### config.mk
export PLATFORM = sky130hd
export DESIGN_NAME = phw_port
export DESIGN_NICKNAME = d
export VERILOG_FILES = /design/src/hdl/phw_pkg.sv /design/src/hdl/phw_compand_enc.sv /design/src/hdl/phw_compand_dec.sv /design/src/hdl/phw_port.sv
export SDC_FILE = /design/constraint.sdc
export NUM_CORES = 1
export LEC_CHECK = 0
export BUFFER_PORTS_ARGS = -buffer_cell sky130_fd_sc_hd__buf_2
export CORE_UTILIZATION = 55
export DETAILED_ROUTE_END_ITERATION = 16
export PLACE_DENSITY = 0.88
export REMOVE_ABC_BUFFERS = 1
export SYNTH_ARGS = -nofsm -noshare
export SYNTH_HDL_FRONTEND = slang
export SYNTH_SLANG_ARGS = --single-unit
### constraint.sdc
create_clock -name core_clk -period 4.45 [get_ports core_clk]
set_input_delay 0.445 -clock core_clk [delete_from_list [all_inputs] [get_ports core_clk]]
set_output_delay 0.445 -clock core_clk [all_outputs]
set_load 0.1 [all_outputs]
### src/hdl/phw_pkg.sv
package phw_pkg;

   ////////////////////////////////////////////////////////////////////////////////
   // register addresses (6-bit register space)
   localparam logic [5:0] REG_CTRL = 6'h07;
   localparam logic [5:0] REG_MODE = 6'h21;
   localparam logic [5:0] REG_TX_START_LO = 6'h22;
   localparam logic [5:0] REG_TX_START_HI = 6'h23;
   localparam logic [5:0] REG_RX_START_LO = 6'h24;
   localparam logic [5:0] REG_RX_START_HI = 6'h25;
   localparam logic [5:0] REG_STATUS = 6'h3e;

   ////////////////////////////////////////////////////////////////////////////////
   // field positions
   localparam int CTRL_HIGH_RATE_BIT = 3;
   localparam int MODE_DBL_BIT = 0;
   localparam int MODE_TRI_BIT = 1;
   localparam int MODE_FMT_LSB = 2;
   localparam int MODE_EN_BIT = 5;
   localparam int STAT_PCM_BIT = 0;
   localparam int STAT_LOCK_BIT = 1;
   localparam int STAT_TX_BIT = 2;
   localparam int STAT_RX_BIT = 3;

   ////////////////////////////////////////////////////////////////////////////////
   // values after reset
   localparam logic [7:0] CTRL_RESET = 8'h00;
   localparam logic [7:0] MODE_RESET = 8'h00;
   localparam logic [9:0] START_RESET = 10'h000;

   ////////////////////////////////////////////////////////////////////////////////
   // sample formats and code constants
   localparam logic [1:0] FMT_MULAW = 2'h0;
   localparam logic [1:0] FMT_ALAW = 2'h1;
   localparam logic [1:0] FMT_LINEAR = 2'h3;
   localparam logic [7:0] ALAW_XOR = 8'h55;
   localparam logic [15:0] MU_BIAS = 16'h0021;
   localparam logic [15:0] MU_DEC_BIAS = 16'h0084;
   localparam logic [15:0] A_DEC_OFFSET = 16'h0100;
   localparam logic [15:0] MU_MAG_MAX = 16'h1fff;
   localparam logic [15:0] A_MAG_MAX = 16'h0fff;

   ////////////////////////////////////////////////////////////////////////////////
   // bit counts per frame and cycle counter limit
   localparam logic [5:0] BITS_COMP = 6'h08;
   localparam logic [5:0] BITS_COMP_HR = 6'h10;
   localparam logic [5:0] BITS_LIN = 6'h10;
   localparam logic [5:0] BITS_LIN_HR = 6'h20;
   localparam logic [10:0] CNT_MAX = 11'h7ff;

   typedef struct packed {
      logic [15:0] first;
      logic [15:0] second;
   } phw_sample_pair_t;

   typedef struct packed {
      logic addrWrite;
      logic addrRead;
      logic [5:0] addr;
      logic [7:0] wrData;
   } phw_reg_req_t;

endpackage

### src/hdl/phw_compand_enc.sv
module phw_compand_enc (
   // law select and linear sample
   input wire logic aLaw,
   input wire logic [15:0] sample,
   // companded code
   output logic [7:0] code
);
   import phw_pkg::*;

   logic neg;
   logic [15:0] absv;
   logic [15:0] mag;
   logic [15:0] tmp;
   logic [2:0] seg;

   always_comb begin
      neg = sample[15];
      absv = neg ? 16'(~sample + 16'h0001) : sample;
      seg = 3'h0;
      if (!aLaw) begin
         // mu-law: biased 14-bit magnitude, clamped so the top segment saturates
         mag = {2'h0, absv[15:2]} + MU_BIAS;
         if (mag > MU_MAG_MAX) mag = MU_MAG_MAX;
         for (int i = 1; i < 8; i++) begin
            if (mag[i + 5]) seg = i[2:0];
         end
         // widened so the top segment shifts by eight instead of wrapping to zero
         tmp = mag >> (4'(seg) + 4'h1);
         code = ~{neg, seg, tmp[3:0]};
      end else begin
         mag = {3'h0, absv[15:3]};
         if (mag > A_MAG_MAX) mag = A_MAG_MAX;
         for (int i = 1; i < 8; i++) begin
            if (mag[i + 4]) seg = i[2:0];
         end
         tmp = (seg == 3'h0) ? (mag >> 1) : (mag >> seg);
         code = {~neg, seg, tmp[3:0]} ^ ALAW_XOR;
      end
   end

endmodule

### src/hdl/phw_compand_dec.sv
module phw_compand_dec (
   // law select and companded code
   input wire logic aLaw,
   input wire logic [7:0] code,
   // linear sample
   output logic [15:0] sample
);
   import phw_pkg::*;

   logic [7:0] c;
   logic [15:0] mag;

   always_comb begin
      if (!aLaw) begin
         c = ~code;
         mag = ((({8'h00, 1'b0, c[3:0], 3'h0}) + MU_DEC_BIAS) << c[6:4]) - MU_DEC_BIAS;
         sample = c[7] ? 16'(~mag + 16'h0001) : mag;
      end else begin
         c = code ^ ALAW_XOR;
         if (c[6:4] == 3'h0) begin
            mag = {8'h00, c[3:0], 4'h8};
         end else begin
            mag = ({8'h00, c[3:0], 4'h8} + A_DEC_OFFSET) << (c[6:4] - 3'h1);
         end
         sample = c[7] ? mag : 16'(~mag + 16'h0001);
      end
   end

endmodule

### src/hdl/phw_port.sv
module phw_port (
   // clock and reset
   input wire logic core_clk,
   input wire logic rst_n,
   // mode strap
   input wire logic modeStrap,
   // register access
   input phw_pkg::phw_reg_req_t regReq,
   output logic [7:0] regRdData,
   // highway pins
   input wire logic bitClk,
   input wire logic frameSync,
   input wire logic rxDataIn,
   output logic txDataOut,
   output logic txDataOe_n,
   // sample side
   input phw_pkg::phw_sample_pair_t txSamples,
   output logic txTake,
   output phw_pkg::phw_sample_pair_t rxSamples,
   output logic rxValid
);
   import phw_pkg::*;

   typedef struct packed {
      logic clkS1;
      logic clkS2;
      logic clkPrev;
      logic fsS1;
      logic fsS2;
      logic rxS1;
      logic rxS2;
      logic strapS1;
      logic strapS2;
      logic strapTaken;
      logic pcmMode;
      logic fsAtRise;
      logic frameSeen;
      logic frameLocked;
      logic [10:0] cycleCnt;
      logic [10:0] frameLen;
      logic [7:0] ctrl;
      logic [7:0] mode;
      logic [9:0] txStart;
      logic [9:0] rxStart;
      logic txBusy;
      logic txPhase;
      logic [5:0] txLeft;
      logic [31:0] txShift;
      logic txData;
      logic txOe_n;
      logic txTake;
      logic rxBusy;
      logic rxPhase;
      logic [5:0] rxLeft;
      logic [31:0] rxShift;
      logic rxDone;
      phw_sample_pair_t rxSamples;
      logic rxValid;
      logic [7:0] rdData;
   } phw_state_t;

   phw_state_t st;
   phw_state_t next_st;

   logic [7:0] encFirst;
   logic [7:0] encSecond;
   logic [15:0] decFirst;
   logic [15:0] decSecond;
   logic aLawSel;
   logic linearSel;
   logic highRate;
   logic dblClk;
   logic [7:0] decInFirst;

   ////////////////////////////////////////////////////////////////////////////////
   // companding, one converter per sample of a frame

   assign aLawSel = st.mode[MODE_FMT_LSB +: 2] == FMT_ALAW;
   assign linearSel = st.mode[MODE_FMT_LSB +: 2] == FMT_LINEAR;
   assign highRate = st.ctrl[CTRL_HIGH_RATE_BIT];
   assign dblClk = st.mode[MODE_DBL_BIT];
   // with two codes the first sits one byte above the second
   assign decInFirst = highRate ? st.rxShift[15:8] : st.rxShift[7:0];

   phw_compand_enc encA (
      .aLaw(aLawSel),
      .sample(txSamples.first),
      .code(encFirst)
   );

   phw_compand_enc encB (
      .aLaw(aLawSel),
      .sample(txSamples.second),
      .code(encSecond)
   );

   phw_compand_dec decA (
      .aLaw(aLawSel),
      .code(decInFirst),
      .sample(decFirst)
   );

   phw_compand_dec decB (
      .aLaw(aLawSel),
      .code(st.rxShift[7:0]),
      .sample(decSecond)
   );

   ////////////////////////////////////////////////////////////////////////////////
   // next state

   always_comb begin
      logic clkRise;
      logic clkFall;
      logic frameStart;
      logic [10:0] cntNow;
      logic [5:0] bitsTotal;
      logic active;
      logic txGo;
      logic rxGo;
      logic bitEnd;
      clkRise = 1'b0;
      clkFall = 1'b0;
      frameStart = 1'b0;
      cntNow = 11'h000;
      bitsTotal = BITS_COMP;
      active = 1'b0;
      txGo = 1'b0;
      rxGo = 1'b0;
      bitEnd = 1'b0;
      next_st = st;

      // pins pass two flops and the bit clock a third; the second stage is looked at, and for the clock the third too
      next_st.clkS1 = bitClk;
      next_st.clkS2 = st.clkS1;
      next_st.clkPrev = st.clkS2;
      next_st.fsS1 = frameSync;
      next_st.fsS2 = st.fsS1;
      next_st.rxS1 = rxDataIn;
      next_st.rxS2 = st.rxS1;
      next_st.strapS1 = modeStrap;
      next_st.strapS2 = st.strapS1;
      next_st.txTake = 1'b0;
      next_st.rxValid = 1'b0;
      next_st.rxDone = 1'b0;

      // strap caught once, just after reset release
      if (!st.strapTaken) begin
         next_st.strapTaken = 1'b1;
         next_st.pcmMode = st.strapS2;
      end

      clkRise = st.clkS2 && !st.clkPrev;
      clkFall = !st.clkS2 && st.clkPrev;

      // 16 kHz doubles the samples per frame, frame rate unchanged
      if (linearSel) begin
         bitsTotal = highRate ? BITS_LIN_HR : BITS_LIN;
      end else begin
         bitsTotal = highRate ? BITS_COMP_HR : BITS_COMP;
      end

      ////////////////////////////////////////////////////////////////////////////////
      // frame timing from the bit clock

      if (clkRise) begin
         next_st.fsAtRise = st.fsS2;
         frameStart = st.fsS2 && !st.fsAtRise;
         if (frameStart) begin
            cntNow = 11'h000;
            // cycles per frame measured from sync to sync
            next_st.frameLen = st.cycleCnt + 11'h001;
            next_st.frameSeen = 1'b1;
            next_st.frameLocked = st.frameSeen;
         end else begin
            cntNow = (st.cycleCnt == CNT_MAX) ? CNT_MAX : st.cycleCnt + 11'h001;
         end
         next_st.cycleCnt = cntNow;
      end

      active = st.pcmMode && st.mode[MODE_EN_BIT] && st.frameLocked;
      // a start at or past the frame length never matches a cycle
      txGo = clkRise && active && cntNow == {1'b0, st.txStart} &&
             {1'b0, st.txStart} < next_st.frameLen;
      rxGo = clkRise && active && cntNow == {1'b0, st.rxStart} &&
             {1'b0, st.rxStart} < next_st.frameLen;

      ////////////////////////////////////////////////////////////////////////////////
      // transmit

      if (clkRise && st.txBusy) begin
         bitEnd = !dblClk || st.txPhase;
         if (!bitEnd) begin
            next_st.txPhase = 1'b1;
         end else if (st.txLeft == 6'h01) begin
            next_st.txBusy = 1'b0;
            next_st.txOe_n = 1'b1;
            next_st.txData = 1'b0;
         end else begin
            next_st.txPhase = 1'b0;
            next_st.txLeft = st.txLeft - 6'h01;
            next_st.txShift = {st.txShift[30:0], 1'b0};
            next_st.txData = st.txShift[30];
         end
      end

      // early release lets the next slot's driver start without contention
      if (clkFall && st.txBusy && st.txLeft == 6'h01 && st.mode[MODE_TRI_BIT] &&
          (!dblClk || st.txPhase)) begin
         next_st.txOe_n = 1'b1;
      end

      if (txGo) begin
         next_st.txBusy = 1'b1;
         next_st.txPhase = 1'b0;
         next_st.txLeft = bitsTotal;
         next_st.txTake = 1'b1;
         if (linearSel) begin
            // high byte first, first sample ahead of the second
            next_st.txShift = highRate ? {txSamples.first, txSamples.second}
                                       : {txSamples.first, 16'h0000};
         end else begin
            next_st.txShift = highRate ? {encFirst, encSecond, 16'h0000}
                                       : {encFirst, 24'h000000};
         end
         next_st.txData = linearSel ? txSamples.first[15] : encFirst[7];
         next_st.txOe_n = 1'b0;
      end

      ////////////////////////////////////////////////////////////////////////////////
      // receive

      if (clkFall && st.rxBusy) begin
         if (dblClk && !st.rxPhase) begin
            next_st.rxPhase = 1'b1;
         end else begin
            next_st.rxPhase = 1'b0;
            next_st.rxShift = {st.rxShift[30:0], st.rxS2};
            next_st.rxLeft = st.rxLeft - 6'h01;
            if (st.rxLeft == 6'h01) begin
               next_st.rxBusy = 1'b0;
               next_st.rxDone = 1'b1;
            end
         end
      end

      if (rxGo) begin
         next_st.rxBusy = 1'b1;
         next_st.rxPhase = 1'b0;
         next_st.rxLeft = bitsTotal;
         next_st.rxShift = 32'h00000000;
      end

      // decode from the settled shift register one cycle after the last bit
      if (st.rxDone) begin
         next_st.rxValid = 1'b1;
         if (linearSel) begin
            next_st.rxSamples.first = highRate ? st.rxShift[31:16] : st.rxShift[15:0];
            next_st.rxSamples.second = highRate ? st.rxShift[15:0] : 16'h0000;
         end else begin
            next_st.rxSamples.first = decFirst;
            next_st.rxSamples.second = highRate ? decSecond : 16'h0000;
         end
      end

      ////////////////////////////////////////////////////////////////////////////////
      // registers

      if (regReq.addrWrite) begin
         case (regReq.addr)
            REG_CTRL: next_st.ctrl = regReq.wrData;
            REG_MODE: next_st.mode = regReq.wrData;
            REG_TX_START_LO: next_st.txStart[7:0] = regReq.wrData;
            REG_TX_START_HI: next_st.txStart[9:8] = regReq.wrData[1:0];
            REG_RX_START_LO: next_st.rxStart[7:0] = regReq.wrData;
            REG_RX_START_HI: next_st.rxStart[9:8] = regReq.wrData[1:0];
            default: next_st.ctrl = st.ctrl;
         endcase
      end

      if (regReq.addrRead) begin
         case (regReq.addr)
            REG_CTRL: next_st.rdData = st.ctrl;
            REG_MODE: next_st.rdData = st.mode;
            REG_TX_START_LO: next_st.rdData = st.txStart[7:0];
            REG_TX_START_HI: next_st.rdData = {6'h00, st.txStart[9:8]};
            REG_RX_START_LO: next_st.rdData = st.rxStart[7:0];
            REG_RX_START_HI: next_st.rdData = {6'h00, st.rxStart[9:8]};
            REG_STATUS: begin
               next_st.rdData = 8'h00;
               next_st.rdData[STAT_PCM_BIT] = st.pcmMode;
               next_st.rdData[STAT_LOCK_BIT] = st.frameLocked;
               next_st.rdData[STAT_TX_BIT] = st.txBusy;
               next_st.rdData[STAT_RX_BIT] = st.rxBusy;
            end
            default: next_st.rdData = 8'h00;
         endcase
      end
   end

   ////////////////////////////////////////////////////////////////////////////////
   // state register

   always_ff @(posedge core_clk) begin
      if (!rst_n) begin
         st <= '0;
         // clock and strap sync stages run through reset: the strap is settled at release and no false clock edge follows
         st.clkS1 <= bitClk;
         st.clkS2 <= st.clkS1;
         st.clkPrev <= st.clkS2;
         st.strapS1 <= modeStrap;
         st.strapS2 <= st.strapS1;
         st.txOe_n <= 1'b1;
         st.ctrl <= CTRL_RESET;
         st.mode <= MODE_RESET;
         st.txStart <= START_RESET;
         st.rxStart <= START_RESET;
      end else begin
         st <= next_st;
      end
   end

   ////////////////////////////////////////////////////////////////////////////////
   // outputs straight from the state register

   assign regRdData = st.rdData;
   assign txDataOut = st.txData;
   assign txDataOe_n = st.txOe_n;
   assign txTake = st.txTake;
   assign rxSamples = st.rxSamples;
   assign rxValid = st.rxValid;

endmodule

; Word-level counts from Yosys, hierarchy flattened
; Cells that the tools add are included.
[totals]
output_inout_bits = 44
inputBits = 54
reg_bits = 196
[op_classes]
magnitude_cmp = 6
reduce_logical = 53
shifts = 8
n_addsub = 21
n_eq_ne = 17
mux = 92
n_bitwise = 19
[ops]
columns = op, n
row1 = 2-to-1 mux 16 bit, 22
row2 = "adder 16 x 1 -> 16 bit, second input constant", 6
row3 = inverter 16 bit, 6
row4 = 2-to-1 mux 40 bit, 2
row5 = 2-to-1 mux 39 bit, 2
row6 = 2-to-1 mux 32 bit, 2
row7 = left shift 16 x 3 -> 16 bit, 4
row8 = 2-to-1 mux 3 bit, 20
row9 = case mux 8 bit (7 select lines), 1
row10 = 2-to-1 mux 11 bit, 5
row11 = 2-to-1 mux 43 bit, 1
row12 = 2-to-1 mux 42 bit, 1
row13 = 2-to-1 mux 41 bit, 1
row14 = "== test 6 bit, second input constant", 6
row15 = "greater-than comparator 16 x 13 -> 1 bit, second input constant", 2
row16 = inverter 8 bit, 4
row17 = >> shifter 16 x 3 -> 4 bit, 2
row18 = >> shifter 16 x 4 -> 4 bit, 2
row19 = "subtractor 16 x 8 -> 16 bit, second input constant", 2
row20 = "adder 14 x 6 -> 15 bit, second input constant", 2
row21 = "greater-than comparator 13 x 12 -> 1 bit, second input constant", 2
row22 = 2-to-1 mux 13 bit, 2
row23 = 2-to-1 mux 24 bit, 1
row24 = 2-to-1 mux 8 bit, 3
row25 = 31 further kinds, 115

; Depth between registers and ports, before layout
; Gate-level depths: netlist of run 1.
[logic_depth]
ltp_word = 22
mapped_depth = 18
depth_no_buf = 16

; Hierarchy
; Synthesis of run 1 repeated with hierarchy kept, for this count alone.
[hier_totals]
cells_unflattened = 2483
area_unflattened_um2 = 18207.5
[by_module_without_submodules]
columns = mod, cells_per_inst, n_inst, area_per_inst_um2
row1 = phw_port, 1287, 1, 10254.8
row2 = phw_compand_dec, 314, 2, 2048.2
row3 = phw_compand_enc at encB, 306, 1, 2011.9
row4 = phw_compand_enc at encA, 262, 1, 1844.3

; Worst setup path before layout of run 1
; Ideal clock, no wire load.
[synth_timing]
kind = in2reg
from = input txSamples[31] in the netlist's numbering
to = register st[110] in the netlist's numbering
arrival_time_ns = 4.295
t_required_ns = 4.377
n_path_buf = 6
path_stages = 18
slack_ns = 0.082
cell_sequence = buf_2 -> buf_2 -> clkbuf_1 -> clkbuf_1 -> clkbuf_1 -> o21ai_0 -> xnor2_1 -> ha_1 -> o31a_1 -> o221ai_4 -> nor2_1 -> mux2_2 -> a31o_1 -> buf_2 -> mux2_4 -> a221oi_2 -> a2111oi_2 -> o211ai_2
[synth_between]
elab_chain_cells = 21
elab_cells_between_ends = 35
cone_classes = 3 x add/sub / 2 x order compare / 2 x shift / 25 x mux / 2 x bitwise / 1 x reduce/logical
[synth_rtl]
columns = element, line
row1 = start: declaration, phw_port.sv:17  ; input phw_pkg::phw_sample_pair_t txSamples,
row2 = inverter 16 bit, phw_compand_enc.sv:18  ; absv = neg ? 16'(~sample + 16'h0001) : sample;
row3 = adder 16 x 1 -> 16 bit, phw_compand_enc.sv:18
row4 = 2-to-1 mux 16 bit (*), phw_compand_enc.sv:18
row5 = adder 14 x 6 -> 15 bit, phw_compand_enc.sv:22  ; mag = {2'h0, absv[15:2]} + MU_BIAS;
row6 = greater-than comparator 16 x 13 -> 1 bit, phw_compand_enc.sv:23  ; if (mag > MU_MAG_MAX) mag = MU_MAG_MAX;
row7 = 2-to-1 mux 16 bit, phw_compand_enc.sv:23
row8 = 2-to-1 mux 16 bit, phw_compand_enc.sv:20  ; if (!aLaw) begin
row9 = 2-to-1 mux 1 bit, phw_compand_enc.sv:25  ; if (mag[i + 5]) seg = i[2:0];
row10 = 2-to-1 mux 2 bit (2 in series), phw_compand_enc.sv:25
row11 = 2-to-1 mux 3 bit (4 in series), phw_compand_enc.sv:25
row12 = 2-to-1 mux 3 bit, phw_compand_enc.sv:20
row13 = adder 3 x 1 -> 4 bit, phw_compand_enc.sv:28  ; tmp = mag >> (4'(seg) + 4'h1);
row14 = >> shifter 16 x 4 -> 4 bit, phw_compand_enc.sv:28
row15 = inverter 8 bit, phw_compand_enc.sv:29  ; code = ~{neg, seg, tmp[3:0]};
row16 = 2-to-1 mux 8 bit (*), phw_compand_enc.sv:20
row17 = 2-to-1 mux 32 bit (*), phw_port.sv:218  ; if (linearSel) begin
row18 = 2-to-1 mux 43 bit (*), phw_port.sv:213  ; if (txGo) begin
row19 = end signal: assignment, phw_port.sv:319  ; st <= next_st;
row20 = end: declaration, phw_port.sv:62  ; phw_state_t st;
; Mark *: on every way between the ends. The rest lies on a longest branch, timed or not. The select of a mux whose other input is x is not followed.
; A chain may end at the register's enable or synchronous reset.

; Final worst setup path of run 1
[layout_timing]
from = register st[174] in the netlist's numbering
to = register st[109] in the netlist's numbering
[layout_between]
elab_chain_cells = 9
elab_cells_between_ends = 16
cone_classes = 1 x add/sub / 1 x order compare / 3 x eq/ne / 6 x mux / 5 x reduce/logical
[layout_rtl]
columns = element, line
row1 = branches (longest 6 deep; another with adder 11 x 1 -> 11 bit), -
row2 = logical AND 1 bit (*), phw_port.sv:183  ; txGo = clkRise && active && cntNow == {1'b0, st.txStart} &&
row3 = inequality test 2 bit (no source line) or nonzero test 2 bit (tied branches), -
row4 = AND reduction 3 bit (no source line), -
; Every way passes the cells marked *.

==> results of run 1 <==
sequential cells by signal, summed over array words and instances, names as in the netlist, 5 cells and up:
register,flops
st,145
rxSamples,32
regRdData,8
next_st,5
synth_stat cells (11+ instances only):
cell type and instances:
sky130_fd_sc_hd__ha_1 47, sky130_fd_sc_hd__mux2_2 20, sky130_fd_sc_hd__and3_1 27, sky130_fd_sc_hd__nand3_1 77
sky130_fd_sc_hd__o21ai_0 147, sky130_fd_sc_hd__o21a_1 17, sky130_fd_sc_hd__nor2b_1 25, sky130_fd_sc_hd__nor3_1 43
sky130_fd_sc_hd__buf_4 40, sky130_fd_sc_hd__o211ai_1 21, sky130_fd_sc_hd__nor2_1 208, sky130_fd_sc_hd__mux2i_1 72
sky130_fd_sc_hd__xor2_1 36, sky130_fd_sc_hd__inv_1 42, sky130_fd_sc_hd__a211oi_1 33, sky130_fd_sc_hd__a221oi_1 13
sky130_fd_sc_hd__o31ai_1 17, sky130_fd_sc_hd__dfxtp_1 196, sky130_fd_sc_hd__o22ai_1 23, sky130_fd_sc_hd__or2_2 12
sky130_fd_sc_hd__a22oi_1 18, sky130_fd_sc_hd__and2_1 27, sky130_fd_sc_hd__nand2b_1 23, sky130_fd_sc_hd__buf_2 19
sky130_fd_sc_hd__nor4_1 21, sky130_fd_sc_hd__a31oi_1 33, sky130_fd_sc_hd__or3_1 14, sky130_fd_sc_hd__clkbuf_1 125
sky130_fd_sc_hd__nand4_1 26, sky130_fd_sc_hd__a21o_1 11, sky130_fd_sc_hd__xnor2_1 82, sky130_fd_sc_hd__a21oi_1 220
sky130_fd_sc_hd__nand2_1 302
path summary, 6_finish.rpt:
kind | start | slack, ns | endpoint
worst max-delay path | st[174] | 0.33 | st[109]
worst min-delay path | modeStrap | 0.09 | next_st[188]
worst max register to register | st[174] | 0.33 | st[109]
worst min register to register | next_st[188] | 0.34 | st[188]
cell type report:
class	count	area (sq um)
Clock inverter	13	141
Sequential cell	196	3930
Multi-Input combinational cell	1838	11600
Tap cell	390	488
Clock buffer	18	429
Inverter	47	178
Fill cell	2737	11800
Timing Repair Buffer	186	1150
cell usage in the layout, fill, tap and decap left out, types with 18 or more instances in the layout:
| cell | count |
|---|---|
| sky130_fd_sc_hd__o21ai_0 | 147 |
| sky130_fd_sc_hd__nand3_1 | 76 |
| sky130_fd_sc_hd__a21oi_1 | 220 |
| sky130_fd_sc_hd__nand2_1 | 302 |
| sky130_fd_sc_hd__o211ai_1 | 21 |
| sky130_fd_sc_hd__and3_1 | 27 |
| sky130_fd_sc_hd__buf_2 | 97 |
| sky130_fd_sc_hd__nor2_1 | 204 |
| sky130_fd_sc_hd__and2_1 | 27 |
| sky130_fd_sc_hd__xnor2_1 | 82 |
| sky130_fd_sc_hd__a22oi_1 | 18 |
| sky130_fd_sc_hd__mux2i_1 | 72 |
| sky130_fd_sc_hd__nand2b_1 | 23 |
| sky130_fd_sc_hd__buf_4 | 89 |
| sky130_fd_sc_hd__a211oi_1 | 33 |
| sky130_fd_sc_hd__o22ai_1 | 23 |
| sky130_fd_sc_hd__ha_1 | 47 |
| sky130_fd_sc_hd__nor3_1 | 42 |
| sky130_fd_sc_hd__inv_1 | 42 |
| sky130_fd_sc_hd__dfxtp_1 | 194 |
| sky130_fd_sc_hd__nor4_1 | 21 |
| sky130_fd_sc_hd__xor2_1 | 36 |
| sky130_fd_sc_hd__a31oi_1 | 33 |
| sky130_fd_sc_hd__mux2_2 | 20 |
| sky130_fd_sc_hd__nand4_1 | 26 |
| sky130_fd_sc_hd__nor2b_1 | 25 |
metal layers:
| metal | global-route usage [%] | vias up | routed length, microns |
|---|---|---|---|
| li1 | - | 8292 | - |
| met1 | 43.6 | 8352 | 21800 |
| met2 | 55.2 | 937 | 24300 |
| met3 | 4.81 | 147 | 4430 |
| met4 | 13.6 | 0 | 1750 |
| met5 | 0 | - | 0 |
power breakdown:
| part | total [mW] | internal, mW | switching [mW] |
|---|---|---|---|
| sequential | 1.77 | 1.76 | 0.00899 |
| combinational | 0.734 | 0.255 | 0.479 |
| clock | 1.57 | 0.791 | 0.782 |
cells by family after synthesis:
logic type,after synthesis,share of synthesized area [%]
AND/OR/NAND/NOR,871,25.6
AO/OA/AOI/OAI,706,28.0
buffers and inverters,244,6.68
flip-flops,196,23.7
XOR/XNOR,119,6.41
multiplexers,95,6.08
adder cells (fa/ha/maj),47,3.55
through the flow:
stage          instances  hold WS, ns
6_report            2688       0.0948
4_1_cts             2688       0.0796
2_1_floorplan       2081        0.310
3_3_place_gp        2657        0.322
3_5_place_dp        2657        0.315
5_1_grt             2688       0.0947
what timing repair did:
item	4_1_cts	5_1_grt
resized for setup	0	6
endpoints found under the hold margin	0	0
endpoints found under the setup margin	0	23
==> results.rst, run 1 <==
.. list-table::
   :header-rows: 1

   * - Metric
     - Value
   * - Run status
     - completed
   * - Number of antenna violations at the first check in global routing
     - 0
   * - Number of stages on the worst hold path
     - 1
   * - Number of enable flip-flop cells after synthesis
     - 0
   * - Max-slew violation total from the final report
     - 0
   * - Clock-pin slew on the worst setup and hold paths
     - roughly 0.080 ns
   * - Crit path kind
     - register to register
   * - Port-buffer cells
     - 97
   * - Post-synth top flop
     - sky130_fd_sc_hd__dfxtp_1
   * - Data required time at the worst endpoint
     - ~4.8 ns
   * - Setup slack of the critical path after layout
     - approximately 0.33 ns
   * - Setup_tns
     - 0 ns
   * - Number of global-route vias before repair
     - 16200
   * - Antenna-violating nets left
     - 0
   * - Yosys warnings
     - 0
   * - DIE HEIGHT
     - roughly 180 microns
   * - Post-detailed-routing wire length
     - roughly 52000 microns
   * - Pwr/cell area
     - 228 nW/um^2
   * - Flip-flop and latch count after synthesis
     - just under 200
   * - Via density per instance
     - 6.60
   * - Final nets
     - 2387
   * - Clock buffer count from CTS
     - 17
   * - Cell area after layout
     - ~18000 sq um
   * - Routed WL per cell
     - between 15 and 20 microns
   * - Final Hold Viols
     - 0
   * - Clock latency of the later-clocked register in the worst-skew pair
     - about 0.45 ns
   * - Detailed-route via count
     - 17700
   * - Share of synthesized flip-flops with an asynchronous set or reset
     - 0%
   * - Tmin final
     - 4.12 ns
   * - Final standard cell utilization of the core
     - between 60% and 70%
   * - Worst vdd rail ir drop
     - 0.240 mV
   * - Count of hold buffers inserted by post-cts repair
     - 0
   * - Die Width
     - about 180 microns
   * - Worst setup SP type
     - register
   * - Setup repair after global routing missed its margin
     - false
   * - Stages on worst setup path
     - 15
   * - Fraction of final layout cells sized beyond drive strength 1
     - approximately an eighth
   * - Final setup vio count
     - 0
   * - Reported max-cap violation count
     - 0
   * - Number of antenna cells inserted
     - 0
   * - Pin count of the biggest net entering global routing
     - slightly above 60
   * - Core Area
     - roughly 30000 sq um
   * - Share of synthesized area occupied by flip-flops and latches
     - between 20% and 30%
   * - Total chip power
     - ~4.1 mW
   * - Largest cells by area after synthesis
     - sky130_fd_sc_hd__dfxtp_1, sky130_fd_sc_hd__nand2_1, sky130_fd_sc_hd__a21oi_1, sky130_fd_sc_hd__nor2_1, sky130_fd_sc_hd__o21ai_0
   * - Combined global-route utilization of all metal layers
     - between 30% and 40%
   * - Cell area after technology mapping
     - 16600 sq um
   * - Effective utilization at floorplan
     - a little under three fifths
   * - Final Skew
     - around 0.014 ns
   * - Normalized max-slew margin
     - between 20% and 30%
   * - Area enclosed by the die boundary
     - 30800 sq um
   * - Total number of placement rows
     - 63
   * - Pre-CTS worst setup slack
     - 0.272 ns
   * - Number of detailed-route iterations in the first pass
     - 6
   * - Root Buffer
     - sky130_fd_sc_hd__clkbuf_16
   * - Static Leakage
     - approximately 6.5 nW
   * - R2R depth
     - 15
   * - Transition time at the pin with the least slew margin
     - between 1 and 1.5 ns
   * - Buffer depth of the longest clock path
     - 2
   * - Maximum operating frequency
     - ~0.24 GHz
   * - Worst Path Arrival
     - approximately 4.5 ns
   * - Cell Chain, Critical Path
     - nand3_2 > nor2_2 > xnor2_1 > nor2_1 > a21oi_1 > ha_1 > and4_1 > a2111oi_1 > nand2_1 > o221ai_1 > o2111a_1 > o21ai_0 > a41o_1 > a2111oi_2 > a2111oi_2
   * - Buffering stage count on the worst path with inverters included
     - 0
   * - Detailed-route DRC error count
     - 0
   * - Most frequent cell on the critical path
     - sky130_fd_sc_hd__a2111oi_2
   * - Number of distinct library cells after synthesis
     - approximately 110
   * - Placed standard-cell area
     - about 17000 sq um
   * - Tcrit/Tclk final
     - between 90% and 100%
   * - Average cell area after synthesis
     - 7.27 sq um
   * - CTS HTree Levels
     - 4
   * - CTS tree
     - done
   * - Nature of the critical path endpoint
     - register
   * - Layout area overhead
     - 7.98%
   * - Peak per-stage delay on the critical path
     - roughly 0.52 ns
   * - Wire length of the first global-routing pass
     - 83900 microns
   * - Clk sink count
     - 196
   * - Critical Path Fanout Max
     - 7
   * - CP top delay family
     - compound AO/OA/AOI/OAI gates
   * - Largest area contributor in the netlist
     - sky130_fd_sc_hd__dfxtp_1
   * - Number of DRC markers after the initial detailed-route iteration
     - about 2200
   * - Slowest cell on the critical path
     - sky130_fd_sc_hd__dfxtp_1
   * - Half-perimeter wire length after detailed placement
     - around 38000 microns
   * - Routability congestion estimate
     - 0.981
   * - Sum of overflow across all layers after global routing
     - 0
   * - Hold Path Class
     - input port to register
   * - Cell count after synthesis
     - 2278
   * - Area share of the largest cell type after synthesis
     - approximately a quarter
   * - I/O pins
     - between 90 and 100
   * - Post-CTS setup buffer count
     - 0
Power figures use the tool's default switching activity.
==> inputs of run 2 (changes only) <==
ABC_AREA = 1   (was unset)
CAP_MARGIN = 20   (was unset)
CORE_MARGIN = 2   (was unset)
==> results.rst, run 2 <==
.. list-table::
   :header-rows: 1

   * - Metric
     - Value
   * - FF-to-FF Start
     - highRate (was st[174])
   * - Area share of and/or/nand/nor cells after synthesis
     - 33.9% (was 25.6%)
   * - Number of global-route vias before repair
     - 15200 (was 16200)
   * - Buffer depth of the longest clock path
     - 2 (unchanged)
   * - CTS HTree Levels
     - 4 (unchanged)
   * - Maximum operating frequency
     - 0.255 GHz (was 0.242 GHz)
   * - Endpoint of the most critical register-to-register path
     - rxSamples[29] (was st[109])
   * - Layout area overhead
     - 6.20% (was 7.98%)
   * - Tmin final
     - 3.91 ns (was 4.12 ns)
   * - Post-CTS setup buffer count
     - 0 (unchanged)
   * - Final setup vio count
     - 0 (unchanged)
   * - Static Leakage
     - 7.36 nW (was 6.54 nW)
   * - Number of detailed-route iterations in the first pass
     - 7 (was 6)
   * - Tcrit/Tclk final
     - 88.0% (was 92.7%)
   * - Antenna-violating nets left
     - 0 (unchanged)
   * - Most common cell in the synthesized netlist
     - sky130_fd_sc_hd__nand2_1 (unchanged)
   * - Crit path kind
     - register to register (unchanged)
   * - Detailed-route via count
     - 16600 (was 17700)
   * - Setup repair after global routing missed its margin
     - false (unchanged)
   * - Number of DRC markers after the initial detailed-route iteration
     - 1592 (was 2232)
   * - Number of distinct library cells after synthesis
     - 65 (was 111)
   * - Clock buffer count from CTS
     - 17 (unchanged)
   * - Register name with the most flops
     - st (unchanged)
   * - Sum of overflow across all layers after global routing
     - 0 (unchanged)
   * - Worst hold path startpoint
     - modeStrap (unchanged)
   * - R2R Setup Slk
     - 0.54 ns (was 0.33 ns)
   * - Final Hold Viols
     - 0 (unchanged)
   * - Worst Path Arrival
     - 4.26 ns (was 4.45 ns)
   * - Reported max-cap violation count
     - 0 (unchanged)
   * - Largest area contributor in the netlist
     - sky130_fd_sc_hd__dfxtp_1 (unchanged)
   * - CTS tree
     - done (unchanged)
   * - Hold Path Class
     - input port to register (unchanged)
   * - Via density per instance
     - 5.87 (was 6.60)
   * - Main combinational cell family by area after synthesis
     - simple AND/OR/NAND/NOR gates (was compound AO/OA/AOI/OAI gates)
   * - Synth Area in Compound Gates
     - 21.4% (was 28.0%)
   * - Core Area
     - 27000 sq um (was 29600 sq um)
   * - Root Buffer
     - sky130_fd_sc_hd__clkbuf_16 (unchanged)
   * - Cell count after synthesis
     - 2459 (was 2278)
   * - Port-buffer cells
     - 97 (unchanged)
   * - Run status
     - completed (unchanged)
   * - Area enclosed by the die boundary
     - 29000 sq um (was 30800 sq um)
   * - Setup_tns
     - 0 ns (unchanged)
   * - Clk sink count
     - 196 (unchanged)
   * - Nature of the critical path endpoint
     - register (unchanged)
   * - Fraction of final layout cells sized beyond drive strength 1
     - 11.0% (was 13.3%)
   * - Setup slack of the critical path after layout
     - 0.535 ns (was 0.326 ns)
   * - Post-synth top flop
     - sky130_fd_sc_hd__dfxtp_1 (unchanged)
   * - Die Width
     - 170 microns (was 176 microns)
   * - Xor/xnor cell area share of the yosys netlist
     - 3.01% (was 6.41%)
   * - Detailed-route DRC error count
     - 0 (unchanged)
   * - Transition time at the pin with the least slew margin
     - 0.835 ns (was 1.19 ns)
   * - DIE HEIGHT
     - 170 microns (was 176 microns)
   * - Endpoint of the worst hold-timing path
     - next_st[188] (unchanged)
   * - Share of synthesized area occupied by flip-flops and latches
     - 25.8% (was 23.7%)
   * - Share of synthesized flip-flops with an asynchronous set or reset
     - 0% (unchanged)
   * - Filler instances
     - 2587 (was 2737)
   * - Yosys warnings
     - 0 (unchanged)
   * - Routability congestion estimate
     - 0.985 (was 0.981)
   * - Worst vdd rail ir drop
     - 0.294 mV (was 0.240 mV)
   * - Combined global-route utilization of all metal layers
     - 30.9% (was 33.4%)
   * - Arithmetic-cell share of the synthesized area counting full adders, half adders and majority gates
     - 3.86% (was 3.55%)
   * - Commonest non-fill, non-tap cells in the layout
     - sky130_fd_sc_hd__nand2_1, sky130_fd_sc_hd__inv_1, sky130_fd_sc_hd__nor2_1 (was sky130_fd_sc_hd__nand2_1, sky130_fd_sc_hd__a21oi_1, sky130_fd_sc_hd__nor2_1)
   * - Number of enable flip-flop cells after synthesis
     - 0 (unchanged)
   * - Number of stages on the worst hold path
     - 1 (unchanged)
   * - Area share of the largest cell type after synthesis
     - 25.8% (was 23.7%)
   * - Wire length of the first global-routing pass
     - 73700 microns (was 83900 microns)
   * - Number of antenna violations at the first check in global routing
     - 0 (unchanged)
   * - Leading cell type in the layout, fill and taps excluded
     - sky130_fd_sc_hd__nand2_1 (unchanged)
   * - Flip-flop count of the largest register, all copies and words added
     - 145 (unchanged)
   * - Data required time at the worst endpoint
     - 4.79 ns (was 4.78 ns)
   * - Average cell area after synthesis
     - 6.19 sq um (was 7.27 sq um)
   * - Clock latency of the later-clocked register in the worst-skew pair
     - 0.46 ns (was 0.45 ns)
   * - Total number of placement rows
     - 60 (was 63)
   * - Pwr/cell area
     - 244 nW/um^2 (was 228 nW/um^2)
   * - Largest cells by area after synthesis
     - sky130_fd_sc_hd__dfxtp_1, sky130_fd_sc_hd__nand2_1, sky130_fd_sc_hd__o21ai_0, sky130_fd_sc_hd__nand3_1, sky130_fd_sc_hd__inv_1 (was sky130_fd_sc_hd__dfxtp_1, sky130_fd_sc_hd__nand2_1, sky130_fd_sc_hd__a21oi_1, sky130_fd_sc_hd__nor2_1, sky130_fd_sc_hd__o21ai_0)
   * - Final Skew
     - 0.0184 ns (was 0.0144 ns)
   * - Effective utilization at floorplan
     - 56.3% (was 55.9%)
   * - R2R depth
     - 23 (was 15)
   * - Flip-flop and latch count after synthesis
     - 196 (unchanged)
   * - Pin count of the biggest net entering global routing
     - 69 (was 62)
   * - Routed WL per cell
     - 16.1 microns (was 19.5 microns)
   * - Clock-pin slew on the worst setup and hold paths
     - 0.08 ns (about the same)
   * - I/O pins
     - 98 (unchanged)
   * - Critical Path Fanout Max
     - 17 (was 7)
   * - Number of antenna cells inserted
     - 0 (unchanged)
   * - Portion of netlist area occupied by mux cells
     - 0.0658% (was 6.08%)
   * - Final nets
     - 2566 (was 2387)
   * - Normalized max-slew margin
     - 43.8% (was 20.7%)
   * - Max-slew violation total from the final report
     - 0 (unchanged)
   * - Post-detailed-routing wire length
     - 45300 microns (was 52300 microns)
   * - Most frequent cells after synthesis
     - sky130_fd_sc_hd__nand2_1, sky130_fd_sc_hd__inv_1, sky130_fd_sc_hd__nor2_1, sky130_fd_sc_hd__o21ai_0, sky130_fd_sc_hd__nand3_1 (was sky130_fd_sc_hd__nand2_1, sky130_fd_sc_hd__a21oi_1, sky130_fd_sc_hd__nor2_1, sky130_fd_sc_hd__dfxtp_1, sky130_fd_sc_hd__o21ai_0)
   * - Worst setup SP type
     - register (unchanged)
   * - Pre-CTS worst setup slack
     - 0.543 ns (was 0.272 ns)
   * - Cell area after technology mapping
     - 15200 sq um (was 16600 sq um)
   * - Half-perimeter wire length after detailed placement
     - 34000 microns (was 38100 microns)
-- run 2: changes by cell type in the layout (fill, tap and decap cells not counted), sizes merged, moves of 68 or more --
cell / change
buf: -68
inv: +235
mux2i: -71
nand2: +333
nand3: +125
o21ai: +92
-- run 2: how the worst max path moves through the flow --
stage,start,end,cells past startpoint
3_3_place_gp,st[47],rxSamples[29],19
3_5_place_dp,next_st[194],st[108],19
2_1_floorplan,next_st[194],st[79],9
6_report,highRate,rxSamples[29],23
4_1_cts,next_st[194],st[108],19
5_1_grt,next_st[194],st[108],19
-- run 2: layer usage --
| metal | track usage [%] | vias up | wire, microns |
|---|---|---|---|
| li1 | - | 8134 | - |
| met1 | 40.1 | 7572 | 19200 |
| met2 | 52.8 | 742 | 21200 |
| met3 | 4.44 | 104 | 3670 |
| met4 | 9.96 | 0 | 1220 |
| met5 | 0 | - | 0 |
-- run 2: logic make-up (layout without fill, tap and decap cells) --
kind of cell             count (synthesis)  after routing
AO/OA/AOI/OAI                          569            569
XOR/XNOR                                48             48
adder cells (fa/ha/maj)                 47             47
buffers and inverters                  418            436
flip-flops                             196            196
multiplexers                             1              1
AND/OR/NAND/NOR                       1180           1180
-- run 2: critical path, cell delays in order, from the launching register on --
cell	delay, ns
sky130_fd_sc_hd__dfxtp_1	0.80
sky130_fd_sc_hd__nand2_1	0.25
sky130_fd_sc_hd__o21ai_4	0.19
sky130_fd_sc_hd__inv_2	0.14
sky130_fd_sc_hd__ha_1	0.24
sky130_fd_sc_hd__xor2_2	0.22
sky130_fd_sc_hd__inv_2	0.14
sky130_fd_sc_hd__nor2_1	0.06
sky130_fd_sc_hd__inv_2	0.10
sky130_fd_sc_hd__o22ai_1	0.08
sky130_fd_sc_hd__inv_1	0.08
sky130_fd_sc_hd__ha_1	0.16
sky130_fd_sc_hd__inv_1	0.06
sky130_fd_sc_hd__nor3_1	0.42
sky130_fd_sc_hd__nand3_1	0.17
sky130_fd_sc_hd__inv_1	0.10
sky130_fd_sc_hd__nand2_1	0.05
sky130_fd_sc_hd__nand2_1	0.09
sky130_fd_sc_hd__inv_2	0.05
sky130_fd_sc_hd__a21oi_1	0.10
sky130_fd_sc_hd__nand3b_1	0.11
sky130_fd_sc_hd__o21ai_1	0.07
sky130_fd_sc_hd__nand2_1	0.05
sky130_fd_sc_hd__a31oi_1	0.06
-- run 2: layout make-up --
class	count	area (sq um)	share of cell area, %
timing repair buffer	118	643	3.98
multi-input combinational	1845	9490	58.7
tap	341	427	2.64
sequential	196	3920	24.3
inverter	287	1090	6.76
clock buffer	17	425	2.63
clock inverter	14	163	1.01
-- run 2: timing repair --
item                                   in CTS  in global routing
hold buffers                                0                  0
endpoints found under the hold margin       0                  0
setup endpoints to repair                   0                  5
resized for setup                           0                  1
-- run 2: metrics by stage --
| stage | power, mW | area (sq um) | util [%] | hold slack (ns) | instances |
|---|---|---|---|---|---|
| after global routing | 4.10 | 16200 | 59.8 | 0.0766 | 2818 |
| after detailed placement | 2.40 | 15600 | 57.6 | 0.315 | 2787 |
| final | 3.95 | 16200 | 59.8 | 0.0874 | 2818 |
| after floorplan | 2.22 | 14500 | - | 0.310 | 2328 |
| after CTS | 3.94 | 16200 | 59.8 | 0.0799 | 2818 |
| after global placement | 2.38 | 15600 | 57.6 | 0.314 | 2786 |
-- run 2: power by group --
part           internal, mW  switching, mW  total [mW]
combinational         0.183          0.420       0.603
clock                 0.799          0.776        1.58
sequential             1.76        0.00639        1.77
